[config.mk]
export PLATFORM = sky130hd
export DESIGN_NAME = servo_position_input_control
export DESIGN_NICKNAME = d
export VERILOG_FILES = /design/src/rtl/servo_input_pkg.sv /design/src/rtl/servo_position_input_control.sv
export SDC_FILE = /design/constraint.sdc
export NUM_CORES = 1
export LEC_CHECK = 0
export BUFFER_PORTS_ARGS = -buffer_cell sky130_fd_sc_hd__buf_2
export CAP_MARGIN = 10
export CORE_MARGIN = 1.5
export CORE_UTILIZATION = 34
export CTS_BUF_LIST = sky130_fd_sc_hd__clkbuf_4
export DETAILED_ROUTE_END_ITERATION = 8
export PLACE_DENSITY = 0.5
export REMOVE_ABC_BUFFERS = 1
export SYNTH_ARGS = -nofsm -noshare
export SYNTH_HDL_FRONTEND = slang
export SYNTH_SLANG_ARGS = --single-unit
[constraint.sdc]
create_clock -name CLK -period 12.5 [get_ports CLK]
set_input_delay 0.625 -clock CLK [delete_from_list [all_inputs] [get_ports CLK]]
set_output_delay 0.625 -clock CLK [all_outputs]
set_load 0.05 [all_outputs]
[src/rtl/servo_input_pkg.sv]
package servo_input_pkg;

	// ==========================================================
	// register map (word addresses, one per register)
	localparam logic [3:0] ADDR_CONTROL    = 4'h0;
	localparam logic [3:0] ADDR_POLARITY   = 4'h1;
	localparam logic [3:0] ADDR_PULSE_MODE = 4'h2;
	localparam logic [3:0] ADDR_SPEED_LIM  = 4'h3;
	localparam logic [3:0] ADDR_CUR_FWD    = 4'h4;
	localparam logic [3:0] ADDR_CUR_REV    = 4'h5;
	localparam logic [3:0] ADDR_STATUS     = 4'h6;
	localparam logic [3:0] ADDR_DEVIATION  = 4'h7;
	localparam logic [3:0] ADDR_CMD_COUNT  = 4'h8;
	localparam logic [3:0] ADDR_FB_COUNT   = 4'h9;
	localparam logic [3:0] ADDR_OVF_LIMIT  = 4'ha;

	// ==========================================================
	// discrete input bit positions in the polarity register
	localparam int IN_SERVO_ON   = 0;
	localparam int IN_FWD_INH    = 1;
	localparam int IN_REV_INH    = 2;
	localparam int IN_COMB_CLR   = 3;
	localparam int IN_ALARM_CLR  = 4;
	localparam int IN_DEVIATION_CLEAR_IN    = 5;
	localparam int IN_SPEED_LIM  = 6;
	localparam int IN_CUR_LIM    = 7;
	localparam int NUM_INPUTS    = 8;

	// control register bits
	localparam int CTL_FATAL_ALARM = 0;
	localparam int CTL_CUR_STALL   = 1;
	localparam int CTL_FB_STEP     = 2;
	localparam int CTL_FB_DIR      = 3;

	// ==========================================================
	// reset values
	localparam logic [7:0]  POLARITY_RESET  = 8'h00;
	localparam logic [1:0]  PULSE_MODE_RST  = 2'h0;
	localparam logic [15:0] SPEED_LIM_RESET = 16'h0100;
	localparam logic [15:0] CUR_LIM_RESET   = 16'h0100;
	localparam logic [31:0] OVF_LIM_RESET   = 32'h0000_ffff;

	typedef enum logic [1:0] {
		FMT_TWO_PULSE,
		FMT_ONE_PULSE,
		FMT_TWO_PHASE
	} pulse_fmt_type;

	typedef struct packed {
		logic a;
		logic b;
		logic z;
	} encoder_type;

	typedef struct packed {
		logic servo_power;
		logic fwd_allowed;
		logic rev_allowed;
		logic speed_limited;
		logic current_limited;
		logic alarm;
		logic fatal;
	} drive_state_type;

	// ==========================================================
	// timing
	localparam int CLK_MHZ       = 200;
	localparam int DEBOUNCE_US   = 1;
	localparam int DEBOUNCE_CYC  = DEBOUNCE_US * CLK_MHZ;

endpackage

[src/rtl/servo_position_input_control.sv]
`timescale 1ns/10ps

// Summary of operation
// - servo enable input energises servo power
// - open forward inhibit blocks forward motion
// - open reverse inhibit blocks reverse motion
// - both inhibits open block all motion
// - inhibit closed lifts block, polarity invertible
// - clear with alarm: release alarm, zero deviation
// - clear without alarm: zero counts, align command
// - combined clear acts on rising edge
// - fatal alarms survive every clear input
// - overflow alarm needs deviation clear before alarm clear
// - alarm clear acts on rising edge
// - deviation clear zeroes deviation, aligns command
// - deviation clear acts on rising edge
// - speed limit input caps commanded speed
// - deviation beyond overflow limit raises overflow
// - current limit input caps forward/reverse current
// - pulses during current stall raise overflow
// - decode two-pulse, one-pulse or quadrature commands
// - pulses ignored while servo power off
// - encoder A, B, Z forwarded differentially
// - every discrete input polarity invertible after debounce
module servo_position_input_control #(
	parameter int CNT_W = 32
) (
	input  wire logic                              CLK,
	input  wire logic                              ARST_N,
	input  wire logic [3:0]                        AVS_ADDRESS,
	input  wire logic                              AVS_READ,
	input  wire logic                              AVS_WRITE,
	input  wire logic [31:0]                       AVS_WRITEDATA,
	input  wire logic [3:0]                        AVS_BYTEENABLE,
	output logic [31:0]                            AVS_READDATA,
	output logic                                   AVS_WAITREQUEST,
	input  wire logic                              SERVO_ENABLE_IN,
	input  wire logic                              FORWARD_INHIBIT_IN,
	input  wire logic                              REVERSE_INHIBIT_IN,
	input  wire logic                              COMBINED_CLEAR_IN,
	input  wire logic                              ALARM_CLEAR_IN,
	input  wire logic                              DEVIATION_CLEAR_IN,
	input  wire logic                              SPEED_LIMIT_IN,
	input  wire logic                              CURRENT_LIMIT_IN,
	input  wire logic                              FORWARD_PULSE_P,
	input  wire logic                              FORWARD_PULSE_N,
	input  wire logic                              REVERSE_PULSE_P,
	input  wire logic                              REVERSE_PULSE_N,
	input  wire servo_input_pkg::encoder_type      ENCODER_IN,
	output servo_input_pkg::encoder_type           ENCODER_MON_P,
	output servo_input_pkg::encoder_type           ENCODER_MON_N,
	output servo_input_pkg::drive_state_type       DRIVE_STATE,
	output logic [15:0]                            SPEED_CAP,
	output logic [15:0]                            CURRENT_CAP_FWD,
	output logic [15:0]                            CURRENT_CAP_REV
);

	if (CNT_W < 8 || CNT_W > 32) begin : g_bad_cnt_w
		$error("CNT_W must lie in 8..32");
	end

	// ==========================================================
	// reset release
	logic [1:0] rst_sync_q;
	logic       rst_n;
	always_ff @(posedge CLK or negedge ARST_N) begin
		if (!ARST_N) rst_sync_q <= 2'h0;
		else rst_sync_q <= {rst_sync_q[0], 1'b1};
	end
	assign rst_n = rst_sync_q[1];

	// ==========================================================
	// registers
	logic [7:0]       polarity_q;
	logic [1:0]       pulse_mode_q;
	logic [15:0]      speed_lim_q;
	logic [15:0]      cur_fwd_q;
	logic [15:0]      cur_rev_q;
	logic [3:0]       control_q;
	logic [31:0]      ovf_limit_q;
	logic             bus_ack_q;
	logic [31:0]      rdata_q;

	logic signed [CNT_W-1:0] deviation_q;
	logic signed [CNT_W-1:0] cmd_count_q;
	logic signed [CNT_W-1:0] fb_count_q;
	logic             alarm_q;
	logic             fatal_q;
	logic             dev_cleared_q;

	// ==========================================================
	// discrete inputs: three-stage sync, stable debounce
	// sync and debounce
	localparam int NUM_W = servo_input_pkg::NUM_INPUTS;
	logic [NUM_W-1:0] raw_in;
	logic [NUM_W-1:0] s1_q, s2_q, s3_q;
	logic [NUM_W-1:0] stable_q;
	logic [NUM_W-1:0] stable_prev_q;
	logic [7:0]       deb_cnt_q [NUM_W];
	logic [NUM_W-1:0] active;
	logic [NUM_W-1:0] rise;

	assign raw_in = {CURRENT_LIMIT_IN, SPEED_LIMIT_IN, DEVIATION_CLEAR_IN, ALARM_CLEAR_IN,
		COMBINED_CLEAR_IN, REVERSE_INHIBIT_IN, FORWARD_INHIBIT_IN, SERVO_ENABLE_IN};

	always_ff @(posedge CLK or negedge rst_n) begin
		if (!rst_n) begin
			s1_q <= '0;
			s2_q <= '0;
			s3_q <= '0;
		end else begin
			s1_q <= raw_in;
			s2_q <= s1_q;
			s3_q <= s2_q;
		end
	end

	for (genvar i = 0; i < NUM_W; i++) begin : g_deb
		always_ff @(posedge CLK or negedge rst_n) begin
			if (!rst_n) begin
				deb_cnt_q[i] <= 8'h00;
				stable_q[i] <= 1'b0;
			end else if (s2_q[i] != s3_q[i] || s3_q[i] == stable_q[i]) begin
				deb_cnt_q[i] <= 8'h00;
			end else if (deb_cnt_q[i] == 8'(servo_input_pkg::DEBOUNCE_CYC - 1)) begin
				deb_cnt_q[i] <= 8'h00;
				stable_q[i] <= s3_q[i];
			end else begin
				deb_cnt_q[i] <= deb_cnt_q[i] + 8'h01;
			end
		end
	end

	wire [NUM_W-1:0] logical_in = stable_q ^ polarity_q;
	logic [NUM_W-1:0] logical_prev;
	assign logical_prev = stable_prev_q ^ polarity_q;
	assign active = logical_in;
	always_ff @(posedge CLK or negedge rst_n) begin
		if (!rst_n) stable_prev_q <= '0;
		else stable_prev_q <= stable_q;
	end
	assign rise = logical_in & ~logical_prev;

	wire comb_clr_evt = rise[servo_input_pkg::IN_COMB_CLR];
	wire alarm_clear_in_evt  = rise[servo_input_pkg::IN_ALARM_CLR];
	wire deviation_clear_in_evt  = rise[servo_input_pkg::IN_DEVIATION_CLEAR_IN];

	// ==========================================================
	// motion permissions
	// servo power follows enable, alarm removes it
	wire servo_on = active[servo_input_pkg::IN_SERVO_ON] & ~alarm_q & ~fatal_q;
	wire fwd_ok   = servo_on & active[servo_input_pkg::IN_FWD_INH];
	wire rev_ok   = servo_on & active[servo_input_pkg::IN_REV_INH];
	wire spd_lim  = active[servo_input_pkg::IN_SPEED_LIM];
	wire cur_lim  = active[servo_input_pkg::IN_CUR_LIM];

	// ==========================================================
	// command pulse decode (pins are active low)
	// negative logic from host
	logic [2:0] pa_q, pb_q;
	logic       a_prev_q, b_prev_q;
	wire        cmd_a = ~(FORWARD_PULSE_P & ~FORWARD_PULSE_N);
	wire        cmd_b = ~(REVERSE_PULSE_P & ~REVERSE_PULSE_N);
	always_ff @(posedge CLK or negedge rst_n) begin
		if (!rst_n) begin
			pa_q <= 3'h0;
			pb_q <= 3'h0;
			a_prev_q <= 1'b0;
			b_prev_q <= 1'b0;
		end else begin
			pa_q <= {pa_q[1:0], cmd_a};
			pb_q <= {pb_q[1:0], cmd_b};
			if (pa_q[1] == pa_q[2]) a_prev_q <= pa_q[2];
			if (pb_q[1] == pb_q[2]) b_prev_q <= pb_q[2];
		end
	end
	wire a_now = (pa_q[1] == pa_q[2]) ? pa_q[2] : a_prev_q;
	wire b_now = (pb_q[1] == pb_q[2]) ? pb_q[2] : b_prev_q;
	wire a_rise = a_now & ~a_prev_q;
	wire a_chg  = a_now ^ a_prev_q;
	wire b_rise = b_now & ~b_prev_q;
	wire b_chg  = b_now ^ b_prev_q;

	// idle channel held inactive by host
	logic step_fwd, step_rev;
	always_comb begin
		step_fwd = 1'b0;
		step_rev = 1'b0;
		case (servo_input_pkg::pulse_fmt_type'(pulse_mode_q))
			servo_input_pkg::FMT_TWO_PULSE: begin
				step_fwd = a_rise;
				step_rev = b_rise;
			end
			servo_input_pkg::FMT_ONE_PULSE: begin
				step_fwd = a_rise & ~b_now;
				step_rev = a_rise & b_now;
			end
			servo_input_pkg::FMT_TWO_PHASE: begin
				step_fwd = (a_chg & (a_now ^ b_now)) | (b_chg & ~(a_now ^ b_now));
				step_rev = (a_chg & ~(a_now ^ b_now)) | (b_chg & (a_now ^ b_now));
			end
			default: begin
				step_fwd = 1'b0;
				step_rev = 1'b0;
			end
		endcase
	end

	wire take_fwd = step_fwd & servo_on & ~step_rev;
	wire take_rev = step_rev & servo_on & ~step_fwd;

	// ==========================================================
	// feedback step from the loop, gated by direction
	wire fb_step = control_q[servo_input_pkg::CTL_FB_STEP];
	wire fb_dir  = control_q[servo_input_pkg::CTL_FB_DIR];
	wire fb_fwd  = fb_step & ~fb_dir & fwd_ok;
	wire fb_rev  = fb_step & fb_dir & rev_ok;

	wire [CNT_W-1:0] dev_abs = deviation_q[CNT_W-1] ? CNT_W'(-deviation_q) : CNT_W'(deviation_q);
	wire overflow = (dev_abs > CNT_W'(ovf_limit_q)) |
		(control_q[servo_input_pkg::CTL_CUR_STALL] & cur_lim & (take_fwd | take_rev) & (dev_abs != '0));

	// ==========================================================
	// counters and alarms
	wire any_clear = comb_clr_evt | deviation_clear_in_evt | (comb_clr_evt & alarm_q);
	always_ff @(posedge CLK or negedge rst_n) begin
		if (!rst_n) begin
			cmd_count_q <= '0;
			fb_count_q  <= '0;
			deviation_q <= '0;
		end else if (comb_clr_evt & ~alarm_q & ~fatal_q) begin
			cmd_count_q <= '0;
			fb_count_q  <= '0;
			deviation_q <= '0;
		end else if (any_clear) begin
			cmd_count_q <= fb_count_q;
			deviation_q <= '0;
		end else begin
			cmd_count_q <= cmd_count_q + CNT_W'(take_fwd) - CNT_W'(take_rev);
			fb_count_q  <= fb_count_q + CNT_W'(fb_fwd) - CNT_W'(fb_rev);
			deviation_q <= deviation_q + CNT_W'(take_fwd) - CNT_W'(take_rev)
				- CNT_W'(fb_fwd) + CNT_W'(fb_rev);
		end
	end

	always_ff @(posedge CLK or negedge rst_n) begin
		if (!rst_n) begin
			alarm_q <= 1'b0;
			fatal_q <= 1'b0;
			dev_cleared_q <= 1'b0;
		end else begin
			// fatal alarm latched until power cycle
			if (control_q[servo_input_pkg::CTL_FATAL_ALARM]) fatal_q <= 1'b1;
			if (deviation_clear_in_evt) dev_cleared_q <= 1'b1;
			else if (alarm_clear_in_evt) dev_cleared_q <= 1'b0;
			// alarm clear needs prior deviation clear
			// a clear zeroes the deviation, so its stale overflow must not re-arm
			if (overflow & ~any_clear) alarm_q <= 1'b1;
			else if (comb_clr_evt | (alarm_clear_in_evt & (dev_cleared_q | deviation_clear_in_evt))) alarm_q <= 1'b0;
		end
	end

	// ==========================================================
	// outputs
	// limit caps reported to the loop
	assign SPEED_CAP       = spd_lim ? speed_lim_q : 16'hffff;
	assign CURRENT_CAP_FWD = cur_lim ? cur_fwd_q : 16'hffff;
	assign CURRENT_CAP_REV = cur_lim ? cur_rev_q : 16'hffff;
	assign DRIVE_STATE = '{servo_power: servo_on, fwd_allowed: fwd_ok, rev_allowed: rev_ok,
		speed_limited: spd_lim, current_limited: cur_lim, alarm: alarm_q, fatal: fatal_q};

	logic [8:0]                   enc_sync_q;
	servo_input_pkg::encoder_type enc_q;
	wire  [2:0]                   enc_s2 = enc_sync_q[5:3];
	wire  [2:0]                   enc_s3 = enc_sync_q[8:6];
	// three-stage sync, a bit follows once stages two and three agree
	always_ff @(posedge CLK or negedge rst_n) begin
		if (!rst_n) begin
			enc_sync_q <= 9'h000;
			enc_q <= '0;
		end else begin
			enc_sync_q <= {enc_sync_q[5:0], ENCODER_IN};
			enc_q <= (enc_s2 & enc_s3) | (enc_q & (enc_s2 ^ enc_s3));
		end
	end
	assign ENCODER_MON_P = enc_q;
	assign ENCODER_MON_N = ~enc_q;

	// ==========================================================
	// avalon slave: one wait cycle, answer on the second edge
	wire req    = AVS_READ | AVS_WRITE;
	wire wr_hit = AVS_WRITE & bus_ack_q;
	assign AVS_WAITREQUEST = req & ~bus_ack_q;
	assign AVS_READDATA    = rdata_q;

	logic [31:0] rd_mux;
	always_comb begin
		case (AVS_ADDRESS)
			servo_input_pkg::ADDR_CONTROL:    rd_mux = {28'h0, control_q};
			servo_input_pkg::ADDR_POLARITY:   rd_mux = {24'h0, polarity_q};
			servo_input_pkg::ADDR_PULSE_MODE: rd_mux = {30'h0, pulse_mode_q};
			servo_input_pkg::ADDR_SPEED_LIM:  rd_mux = {16'h0, speed_lim_q};
			servo_input_pkg::ADDR_CUR_FWD:    rd_mux = {16'h0, cur_fwd_q};
			servo_input_pkg::ADDR_CUR_REV:    rd_mux = {16'h0, cur_rev_q};
			servo_input_pkg::ADDR_STATUS:     rd_mux = {25'h0, DRIVE_STATE};
			servo_input_pkg::ADDR_DEVIATION:  rd_mux = 32'(deviation_q);
			servo_input_pkg::ADDR_CMD_COUNT:  rd_mux = 32'(cmd_count_q);
			servo_input_pkg::ADDR_FB_COUNT:   rd_mux = 32'(fb_count_q);
			servo_input_pkg::ADDR_OVF_LIMIT:  rd_mux = ovf_limit_q;
			default:                          rd_mux = 32'h0;
		endcase
	end

	always_ff @(posedge CLK or negedge rst_n) begin
		if (!rst_n) begin
			bus_ack_q <= 1'b0;
			rdata_q <= 32'h0;
		end else begin
			bus_ack_q <= req & ~bus_ack_q;
			if (AVS_READ & ~bus_ack_q) rdata_q <= rd_mux;
		end
	end

	always_ff @(posedge CLK or negedge rst_n) begin
		if (!rst_n) begin
			polarity_q   <= servo_input_pkg::POLARITY_RESET;
			pulse_mode_q <= servo_input_pkg::PULSE_MODE_RST;
			speed_lim_q  <= servo_input_pkg::SPEED_LIM_RESET;
			cur_fwd_q    <= servo_input_pkg::CUR_LIM_RESET;
			cur_rev_q    <= servo_input_pkg::CUR_LIM_RESET;
			control_q    <= 4'h0;
			ovf_limit_q  <= servo_input_pkg::OVF_LIM_RESET;
		end else begin
			// feedback step is a one-cycle strobe
			control_q[servo_input_pkg::CTL_FB_STEP] <= 1'b0;
			if (wr_hit && AVS_BYTEENABLE[0]) begin
				case (AVS_ADDRESS)
					servo_input_pkg::ADDR_CONTROL:    control_q <= AVS_WRITEDATA[3:0];
					servo_input_pkg::ADDR_POLARITY:   polarity_q <= AVS_WRITEDATA[7:0];
					servo_input_pkg::ADDR_PULSE_MODE: pulse_mode_q <= AVS_WRITEDATA[1:0];
					servo_input_pkg::ADDR_SPEED_LIM:  speed_lim_q <= AVS_WRITEDATA[15:0];
					servo_input_pkg::ADDR_CUR_FWD:    cur_fwd_q <= AVS_WRITEDATA[15:0];
					servo_input_pkg::ADDR_CUR_REV:    cur_rev_q <= AVS_WRITEDATA[15:0];
					servo_input_pkg::ADDR_OVF_LIMIT:  ovf_limit_q <= AVS_WRITEDATA;
					default: begin
					end
				endcase
			end
		end
	end

	// ==========================================================
	// checks
	chk_pulse_gate_off: assert property (@(posedge CLK) disable iff (!rst_n)
		!servo_on |=> $stable(cmd_count_q) || $past(any_clear)) else $error("count moved with power off");
	chk_fwd_block: assert property (@(posedge CLK) disable iff (!rst_n)
		!active[servo_input_pkg::IN_FWD_INH] |-> !fwd_ok) else $error("forward allowed while inhibited");
	chk_rev_block: assert property (@(posedge CLK) disable iff (!rst_n)
		!active[servo_input_pkg::IN_REV_INH] |-> !rev_ok) else $error("reverse allowed while inhibited");
	chk_both_block: assert property (@(posedge CLK) disable iff (!rst_n)
		!active[2] && !active[1] |-> !fwd_ok && !rev_ok) else $error("motion with both inhibits open");
	chk_servo_follow: assert property (@(posedge CLK) disable iff (!rst_n)
		servo_on |-> active[servo_input_pkg::IN_SERVO_ON]) else $error("servo on without enable");
	chk_dev_zero: assert property (@(posedge CLK) disable iff (!rst_n)
		deviation_clear_in_evt |=> deviation_q == '0 && cmd_count_q == $past(fb_count_q)) else $error("deviation not cleared");
	chk_fatal_hold: assert property (@(posedge CLK) disable iff (!rst_n)
		fatal_q |=> fatal_q) else $error("fatal alarm released");
	chk_comb_alarm: assert property (@(posedge CLK) disable iff (!rst_n)
		comb_clr_evt |=> !alarm_q) else $error("combined clear left alarm");
	chk_edge_once: assert property (@(posedge CLK) disable iff (!rst_n)
		comb_clr_evt |=> !comb_clr_evt) else $error("clear edge repeated");
	chk_overflow_set: assert property (@(posedge CLK) disable iff (!rst_n)
		overflow && !any_clear |=> alarm_q) else $error("overflow without alarm");
	cov_alarm_clear: cover property (@(posedge CLK) disable iff (!rst_n) alarm_q ##1 !alarm_q);
	cov_fwd_step: cover property (@(posedge CLK) disable iff (!rst_n) take_fwd);
	cov_rev_step: cover property (@(posedge CLK) disable iff (!rst_n) take_rev);
	cov_dev_clear: cover property (@(posedge CLK) disable iff (!rst_n) deviation_clear_in_evt ##[1:1000] alarm_clear_in_evt);

endmodule

==> flow_summary.toml, run 1 <==
[timing]
maxSlewViolCount = 0
fin_crit_sh_pct = 50.4
fmax_mhz = 159
rsz0062_at_grt = "false"
worst_pin_slew_ns = 1.13
hold_slack_ns = 0.0621
slew_headroom_pct = 24.0
skew_ns = 0.0780
setup_viol_count_final = 0
min_period_ns = 6.30
fin_tns_setup_ns = 0
hold_viol = 0

[clock_network]
cts_setup_buffers = 0
clockRootBuffer = "clkbuf_4"
htreeDepth = 3
clockBufferDepth = 3
cts_buffers = 101
cts_sinks = 347
clk_pin_slew_ns = 0.06
cts_resized = 0
cts_tree = "built"
clk_latency_ns = 0.89

[placement]
place_congestion = 0.876
dpl.hpwl_mm = 46.1
numPortBuffers = 149
placed_area_sq_mm = 0.0228

[synthesis]
yosysTopAreaCellShare_pct = 38.9
ys.flop_type = "dfrtp_1"
yosysMostFrequentCell = "dfrtp_1"
synthTopCellsByArea = "dfrtp_1 (39%), ha_1 (10%), xnor2_1 (4.4%)"
yosysSeqAreaShare_pct = 41.3
synth_edf_count = 0
synth-seq-cells = 347
async_flop_share_pct = 100
avgSynthCellArea_sq_um = 9.32
synthCells = 2261
syn_area_sq_mm = 0.0211
ys_warn_count = 0
yosysTopAreaCell = "dfrtp_1"
synth.distinct_cells = 68
synth_top_cells_by_count = "dfrtp_1 (328), nor2_1 (202), inv_1 (188), nand2_1 (184), ha_1 (169)"

[global_route]
grt_pass1_wl_mm = 100
antenna_found_initial = 2
grt_start_max_net_pins = 182
grt_pass1_vias = 17900
track_usage_pct = 20.3
grt_overflow_total = 0

[final_layout]
area_delta_synth_final_pct = 16.4
fin_area_sq_mm = 0.0245
drive_gt1_share_pct = 18.1
final_util_pct = 39.9
nets = 2740

[floorplan]
dieArea_sq_mm = 0.0635
die_w_um = 252
io_pins = 153
rows = 91
core_area_sq_mm = 0.0615
start_util_pct = 34.3
die_height_um = 252

[critical_path]
cp.required_ns = 13.17
rrSetupSlack_ns = 6.20
slowest_delay_ns = 0.52
r2r_cells = 23
startpoint = "pa_q[1]"
worstPathCellList = "maj3_1, ha_1, nand2b_1, a311oi_1, nor3_1, nand2_1, o21ai_0, nor3_1, fa_1, fa_1, inv_1, ha_1, inv_1, fa_1, o21ba_4, or4_1, a31oi_1, o31a_1, a221o_1, a311oi_4, nor4_1, or4_1, a21oi_1"
r2r-start = "pa_q[1]"
crit_fanout = 6
cp_common_cell = "fa_1"
r2r_end = "deviation_q[29]"
cp-end-kind = "register"
path_class = "register to register"
arrival_ns = 6.97
crit_path_top_delay_cell = "fa_1"
cp-start-kind = "register"

[detailed_routing]
drtIter0Drc = 1132
ant_nets = 0
vias_per_cell = 5.23
routed_wl_mm = 63.8
drc = 0
dr_total_vias = 17700
wl_per_cell_um = 18.9
drt_pass1_iterations = 6

[power]
power_mw = 6.31
leakage_nw = 11.4
power_density_mw_per_mm2 = 257
vdd_drop_max_uv = 75.0

[hold_path]
hp-start = "AVS_WRITEDATA[16]"
min_path_cells = 3
hold_path_end = "ovf_limit_q[16]"
worstHoldPathType = "primary input to register"

[status]
status = "finished, final reports clean"

[run]
max_cap_viol_count = 0
[placed cells by master (no fill, tap or decap), types with 47 or more instances in the layout]
cell type,n
ha_1,169
buf_2,149
dfrtp_1,327
nand3_1,56
clkbuf_4,152
xor2_1,47
nand2b_1,75
inv_1,188
nand2_1,184
o21ai_0,166
xnor2_1,106
mux2_2,69
a21oi_1,111
nor2_1,199
[layer usage]
layer	global-route usage [%]	up-vias	part of all wire (%)
met5	0	-	0
met2	31.2	450	45
met1	27.4	8557	46
met3	3.99	123	5.8
met4	9.51	0	3.7
li1	-	8534	-
[critical path, delay by kind of cell, from the launching register on]
kind / cells / cell delay (ns)
compound gates: 8 / 1.70
fa+ha+maj: 6 / 2.31
buf+inv: 2 / 0.13
flops: 1 / 0.38
simple gates: 7 / 1.61
[worst max-delay path by stage]
stage                      endpoint  cells past startpoint
floorplan           AVS_READDATA[0]                      0
detailed placement  deviation_q[29]                     23
global route        deviation_q[29]                     23
CTS                 deviation_q[29]                     23
global placement    deviation_q[29]                     23
finish              deviation_q[29]                     23
[cell type report]
cell class	count	area, sq um
diodes	2	5.00
clock buffers	152	1140
clock inverters	27	143
fillers	6204	36900
inverters	188	706
multi-input cells	1650	11500
flip-flops and latches	347	8710
well taps	790	988
repair buffers	219	1400
[through the flow]
stage          setup slack, ns  cells
5_1_grt                   5.73   3375
2_1_floorplan             2.15   2185
3_3_place_gp              6.35   3149
4_1_cts                   6.14   3373
3_5_place_dp              6.19   3149
6_report                  6.20   3375
[report_power, final]
part,switching [mW],internal [mW],total (mW),leakage [nW]
clock network,0.524,0.557,1.08,0.766
logic,2.05,1.46,3.51,6.31
registers,0.302,1.41,1.71,4.33
total,2.88,3.43,6.31,11.4
[registers in the layout (all words and copies together), names as in the netlist, 4 cells and up]
signal        cells
AVS_READDATA     32
cmd_count_q      32
control_q         4
cur_fwd_q        16
cur_rev_q        16
deb_cnt_q        64
deviation_q      32
enc_sync_q        9
fb_count_q       32
ovf_limit_q      32
polarity_q        8
s1_q              8
s2_q              8
s3_q              8
speed_lim_q      16
stable_q          8
[what timing repair did]
item | 4_1_cts | 5_1_grt
hold endpoints to repair | 59 | 0
endpoints found under the setup margin | 0 | 0
hold buffers | 45 | 0
[cell families after synthesis]
| group | Yosys count | synth area share [%] |
|---|---|---|
| AO/OA/AOI/OAI | 554 | 17.2 |
| XOR/XNOR | 155 | 6.44 |
| adder cells (fa/ha/maj) | 176 | 10.6 |
| buffers and inverters | 264 | 4.79 |
| flip-flops | 347 | 41.3 |
| multiplexers | 75 | 3.97 |
| other | 1 | 0.0178 |
| AND/OR/NAND/NOR | 689 | 15.6 |
(Power assumes the default switching activity.)
==> run 2, diff against run 1 <==
Clock period 12.5 ns to 5.97 ns, I/O delays scaled along.
==> flow_summary.toml, run 2 (synthesized netlist as in run 1, its figures left out) <==
[status]
status = "finished, final reports clean"

[floorplan]
rows = 91
dieArea_sq_mm = 0.0635
die_height_um = 252
start_util_pct = 34.3
io_pins = 153
core_area_sq_mm = 0.0615
die_w_um = 252

[global_route]
antenna_found_initial = 2
track_usage_pct = 20.3
grt_pass1_wl_mm = 100
grt_start_max_net_pins = 135
grt_overflow_total = 0
grt_pass1_vias = 17800

[critical_path]
crit_fanout = 6
cp-start-kind = "register"
cp-end-kind = "register"
path_class = "register to register"
cp.required_ns = 6.73
arrival_ns = 6.37

[timing]
slew_headroom_pct = 26.6
skew_ns = 0.0701
setup_viol_count_final = 0
fin_crit_sh_pct = 94.0
fmax_mhz = 178
hold_slack_ns = 0.109
worst_pin_slew_ns = 1.10
maxSlewViolCount = 0
hold_viol = 0
min_period_ns = 5.61

[detailed_routing]
dr_total_vias = 17800
routed_wl_mm = 64.1
vias_per_cell = 5.22
ant_nets = 0
wl_per_cell_um = 18.8
drt_pass1_iterations = 7
drc = 0
drtIter0Drc = 1337

[clock_network]
clk_pin_slew_ns = 0.06
clk_latency_ns = 0.88
clockRootBuffer = "clkbuf_4"
clockBufferDepth = 3
cts_buffers = 102
cts_sinks = 347
cts_tree = "built"
htreeDepth = 3

[power]
power_density_mw_per_mm2 = 535
vdd_drop_max_uv = 173
leakage_nw = 11.5
power_mw = 13.3

[placement]
place_congestion = 0.894
dpl.hpwl_mm = 46.9
numPortBuffers = 149

[run]
max_cap_viol_count = 0

[final_layout]
final_util_pct = 40.4
mostFrequentLayoutCells = "dfrtp_1 (327), nor2_1 (199), inv_1 (188), nand2_1 (184), ha_1 (168)"
top_register = "deb_cnt_q"
drive_gt1_share_pct = 18.6
largest_reg_flops = 64
area_delta_synth_final_pct = 18.0
nets = 2766
layout_commonest_cell = "dfrtp_1"

[hold_path]
worstHoldPathType = "primary input to register"
[run 2: changes by cell type in the layout (fill, tap and decap cells not counted), sizes merged]
cell	delta
buf	+6
bufinv	+2
clkbuf	-6
clkinv	+4
clkinvlp	+1
dlygate4sd3	+19
[run 2: stage by stage]
stage | TNS [ns] | setup slack [ns] | std cells | area, sq um
floorplan | -1457.35 | -4.38 | 2185 | 20800
global placement | 0 | 0.110 | 3153 | 22800
detailed placement | 0 | 0.0328 | 3154 | 22800
CTS | 0 | 0.0196 | 3399 | 24800
global route | -0.0174 | -0.0174 | 3400 | 24900
finish | 0 | 0.361 | 3401 | 24900
[run 2: worst max-delay path, cell delays in order (launching register included)]
cell and delay (ns):
dfrtp_1 0.38, maj3_1 0.41, ha_4 0.31, nand2_1 0.08, a311oi_2 0.30, nor3_1 0.11
a22oi_2 0.23, nand3_2 0.16, fa_1 0.53, fa_1 0.17, inv_1 0.04, ha_1 0.20
inv_1 0.08, fa_2 0.22, o21ba_4 0.15, or4_1 0.13, a31oi_2 0.10, o31a_1 0.33
a221o_1 0.39, a311oi_4 0.49, nor4_2 0.08, or4_1 0.47, a21oi_1 0.15
[run 2: what timing repair did]
action / in CTS / in global routing
pin swaps: 1 / 9
hold endpoints to repair: 116 / 0
hold buffers: 64 / 0
buffers inserted: 1 / 0
endpoints found under the setup margin: 2 / 7
gates resized for setup: 1 / 11
[run 2: cell type report]
| cell class | count | area, sq um |
|---|---|---|
| Timing Repair Buffer | 244 | 1630 |
| Antenna cell | 2 | 5.00 |
| Inverter | 188 | 706 |
| Clock inverter | 34 | 213 |
| Tap cell | 790 | 988 |
| Sequential cell | 347 | 8710 |
| Fill cell | 6178 | 36600 |
| Clock buffer | 146 | 1100 |
| Multi-Input combinational cell | 1650 | 11500 |
[run 2: routing by layer]
layer  vias to the layer above  share of wire, %  global-route usage (%)
li1                       8593                 -                       -
met1                      8569                46                    28.0
met2                       476                44                    31.2
met3                       116               6.1                    3.56
met4                         0               3.5                    8.74
met5                         -                 0                       0
[run 2: worst paths after layout]
kind / start / end / slack (ns) / cells after the start
max in group asynchronous: rst_sync_q[1] / deb_cnt_q[44] / 4.04 / 1
min reg2reg: s1_q[6] / s2_q[6] / 0.35 / 0
max: pa_q[1] / deviation_q[29] / 0.36 / 22
min in group asynchronous: ARST_N / rst_sync_q[1] / 0.32 / 3
max reg2reg: pa_q[1] / deviation_q[29] / 0.36 / 22
min: COMBINED_CLEAR_IN / s1_q[3] / 0.11 / 2
[run 2: where the power goes]
group	internal, mW	total [mW]	leakage (nW)	switching (mW)
clock network	1.21	2.29	0.777	1.08
logic	3.11	7.40	6.42	4.29
registers	2.96	3.61	4.33	0.656
==> run 3, diff against run 2 <==
Clock period 5.97 ns to 5.7 ns, I/O delays scaled along.
==> flow_summary.toml, run 3 (synthesized netlist as in run 1, its figures left out) <==
[detailed_routing]
ant_nets = 0
drc = 0
wl_per_cell_um = 19.1
drtIter0Drc = 1114
routed_wl_mm = 65.2
drt_pass1_iterations = 7
vias_per_cell = 5.24
dr_total_vias = 17900

[critical_path]
cp.required_ns = 6.40
path_class = "register to register"
rrSetupSlack_ns = 0.25
arrival_ns = 6.16
crit_fanout = 6
cp-start-kind = "register"
cp-end-kind = "register"

[floorplan]
rows = 91
dieArea_sq_mm = 0.0635
io_pins = 153
start_util_pct = 34.3
die_w_um = 252
die_height_um = 252
core_area_sq_mm = 0.0615

[power]
vdd_drop_max_uv = 172
power_mw = 14.0
leakage_nw = 11.6
power_density_mw_per_mm2 = 562

[global_route]
grt_overflow_total = 0
use_met3_pct = 3.36
grt_start_max_net_pins = 175
antenna_found_initial = 2
busiest_layer = "met2"
grt_pass1_wl_mm = 102
grt_use_met1_pct = 28.1
grt_pass1_vias = 18100
track_usage_pct = 20.6
grt_use_met2_pct = 32.6

[timing]
fin_tns_setup_ns = 0
skew_ns = 0.0993
worst_pin_slew_ns = 1.11
fmax_mhz = 183
fin_crit_sh_pct = 95.7
hold_slack_ns = 0.115
setup_viol_count_final = 0
slew_headroom_pct = 26.2
maxSlewViolCount = 0
min_period_ns = 5.45
hold_viol = 0

[final_layout]
drive_gt1_share_pct = 19.0
register_area_sq_mm = 0.00871
mostFrequentLayoutCells = "dfrtp_1 (327), nor2_1 (199), inv_1 (188), nand2_1 (184), ha_1 (167)"
final_util_pct = 40.6
top_register = "deb_cnt_q"
layout_commonest_cell = "dfrtp_1"
area_delta_synth_final_pct = 18.4
n_fill_cell = 6237
nets = 2775
multiInputGateArea_sq_mm = 0.0115
largest_reg_flops = 64

[clock_network]
cts_sinks = 347
clk_pin_slew_ns = 0.07
cts_buffers = 99
clk_latency_ns = 0.87
clockRootBuffer = "clkbuf_4"
htreeDepth = 3
clockBufferDepth = 3
cts_tree = "built"

[placement]
numPortBuffers = 149
place_congestion = 0.919
dpl.hpwl_mm = 46.9

[hold_path]
worstHoldPathType = "primary input to register"

[status]
status = "finished, final reports clean"

[run]
max_cap_viol_count = 0
## run 3: changes by cell type in the layout (fill, tap and decap cells not counted), moves of 2 or more
| cell | delta |
|---|---|
| a211oi_1 | -2 |
| clkinvlp_4 | -2 |
| clkbuf_4 | +3 |
| dlygate4sd3_1 | +2 |
| inv_6 | +2 |
| a211oi_2 | +2 |
| buf_4 | +9 |
| bufinv_16 | -2 |
| clkinv_1 | +3 |
| clkinv_2 | -4 |
## run 3: worst paths after layout
path	start	to	depth (start not counted)
max	pa_q[1]	deviation_q[29]	24
min	REVERSE_INHIBIT_IN	s1_q[2]	2
max reg2reg	pa_q[1]	deviation_q[29]	24
min reg2reg	rst_sync_q[1]	stable_q[2]	0
max in group asynchronous	rst_sync_q[1]	AVS_READDATA[25]	1
min in group asynchronous	rst_sync_q[1]	stable_q[2]	0
## run 3: stage by stage
| stage | instances | setup slack, ns | cell area (sq um) |
|---|---|---|---|
| after floorplan | 2185 | -4.65 | 20800 |
| after global placement | 3161 | -0.0635 | 22900 |
| after detailed placement | 3161 | -0.0840 | 22900 |
| after CTS | 3406 | 0.0378 | 24900 |
| after global routing | 3412 | -0.0592 | 25000 |
| final | 3413 | 0.247 | 25000 |
## run 3: worst max-delay path, cell delays in order, from the launching register on
cell,delay (ns)
dfrtp_1,0.38
maj3_2,0.34
ha_4,0.31
nand2_1,0.09
a211oi_2,0.27
nor3_1,0.09
nand2_1,0.07
o21ai_1,0.08
nor3_1,0.18
buf_4,0.14
fa_1,0.44
fa_2,0.35
inv_1,0.06
ha_2,0.17
inv_1,0.05
fa_2,0.37
o21ba_4,0.23
or4_4,0.44
a31oi_4,0.17
o31a_1,0.22
a221o_1,0.24
a311oi_4,0.17
nor4_2,0.23
or4_1,0.16
a21oi_1,0.06
## run 3: power by group
group / internal (mW) / switching [mW] / total [mW]
registers: 3.09 / 0.677 / 3.77
clock network: 1.20 / 1.15 / 2.35
logic: 3.31 / 4.59 / 7.90
## run 3: what timing repair did
| action | 4_1_cts | 5_1_grt |
|---|---|---|
| pin swaps | 7 | 18 |
| hold buffers | 66 | 0 |
| endpoints found under the hold margin | 112 | 0 |
| setup buffers | 0 | 4 |
| endpoints found under the setup margin | 5 | 12 |
| resized for setup | 7 | 13 |
## run 3: area by class of cell
cell class | instances | area share, %
Inverter | 188 | 2.83
Timing Repair Buffer | 256 | 6.97
Clock buffer | 149 | 4.48
Sequential cell | 347 | 34.9
Tap cell | 790 | 3.96
Antenna cell | 3 | 0.0301
Multi-Input combinational cell | 1650 | 46.3
Clock inverter | 30 | 0.571
## run 3: per-layer routing
layer | part of all wire (%) | vias to the layer above
met5 | 0 | -
met4 | 3.4 | 0
met3 | 4.9 | 121
met2 | 45 | 466
met1 | 47 | 8731
li1 | - | 8582
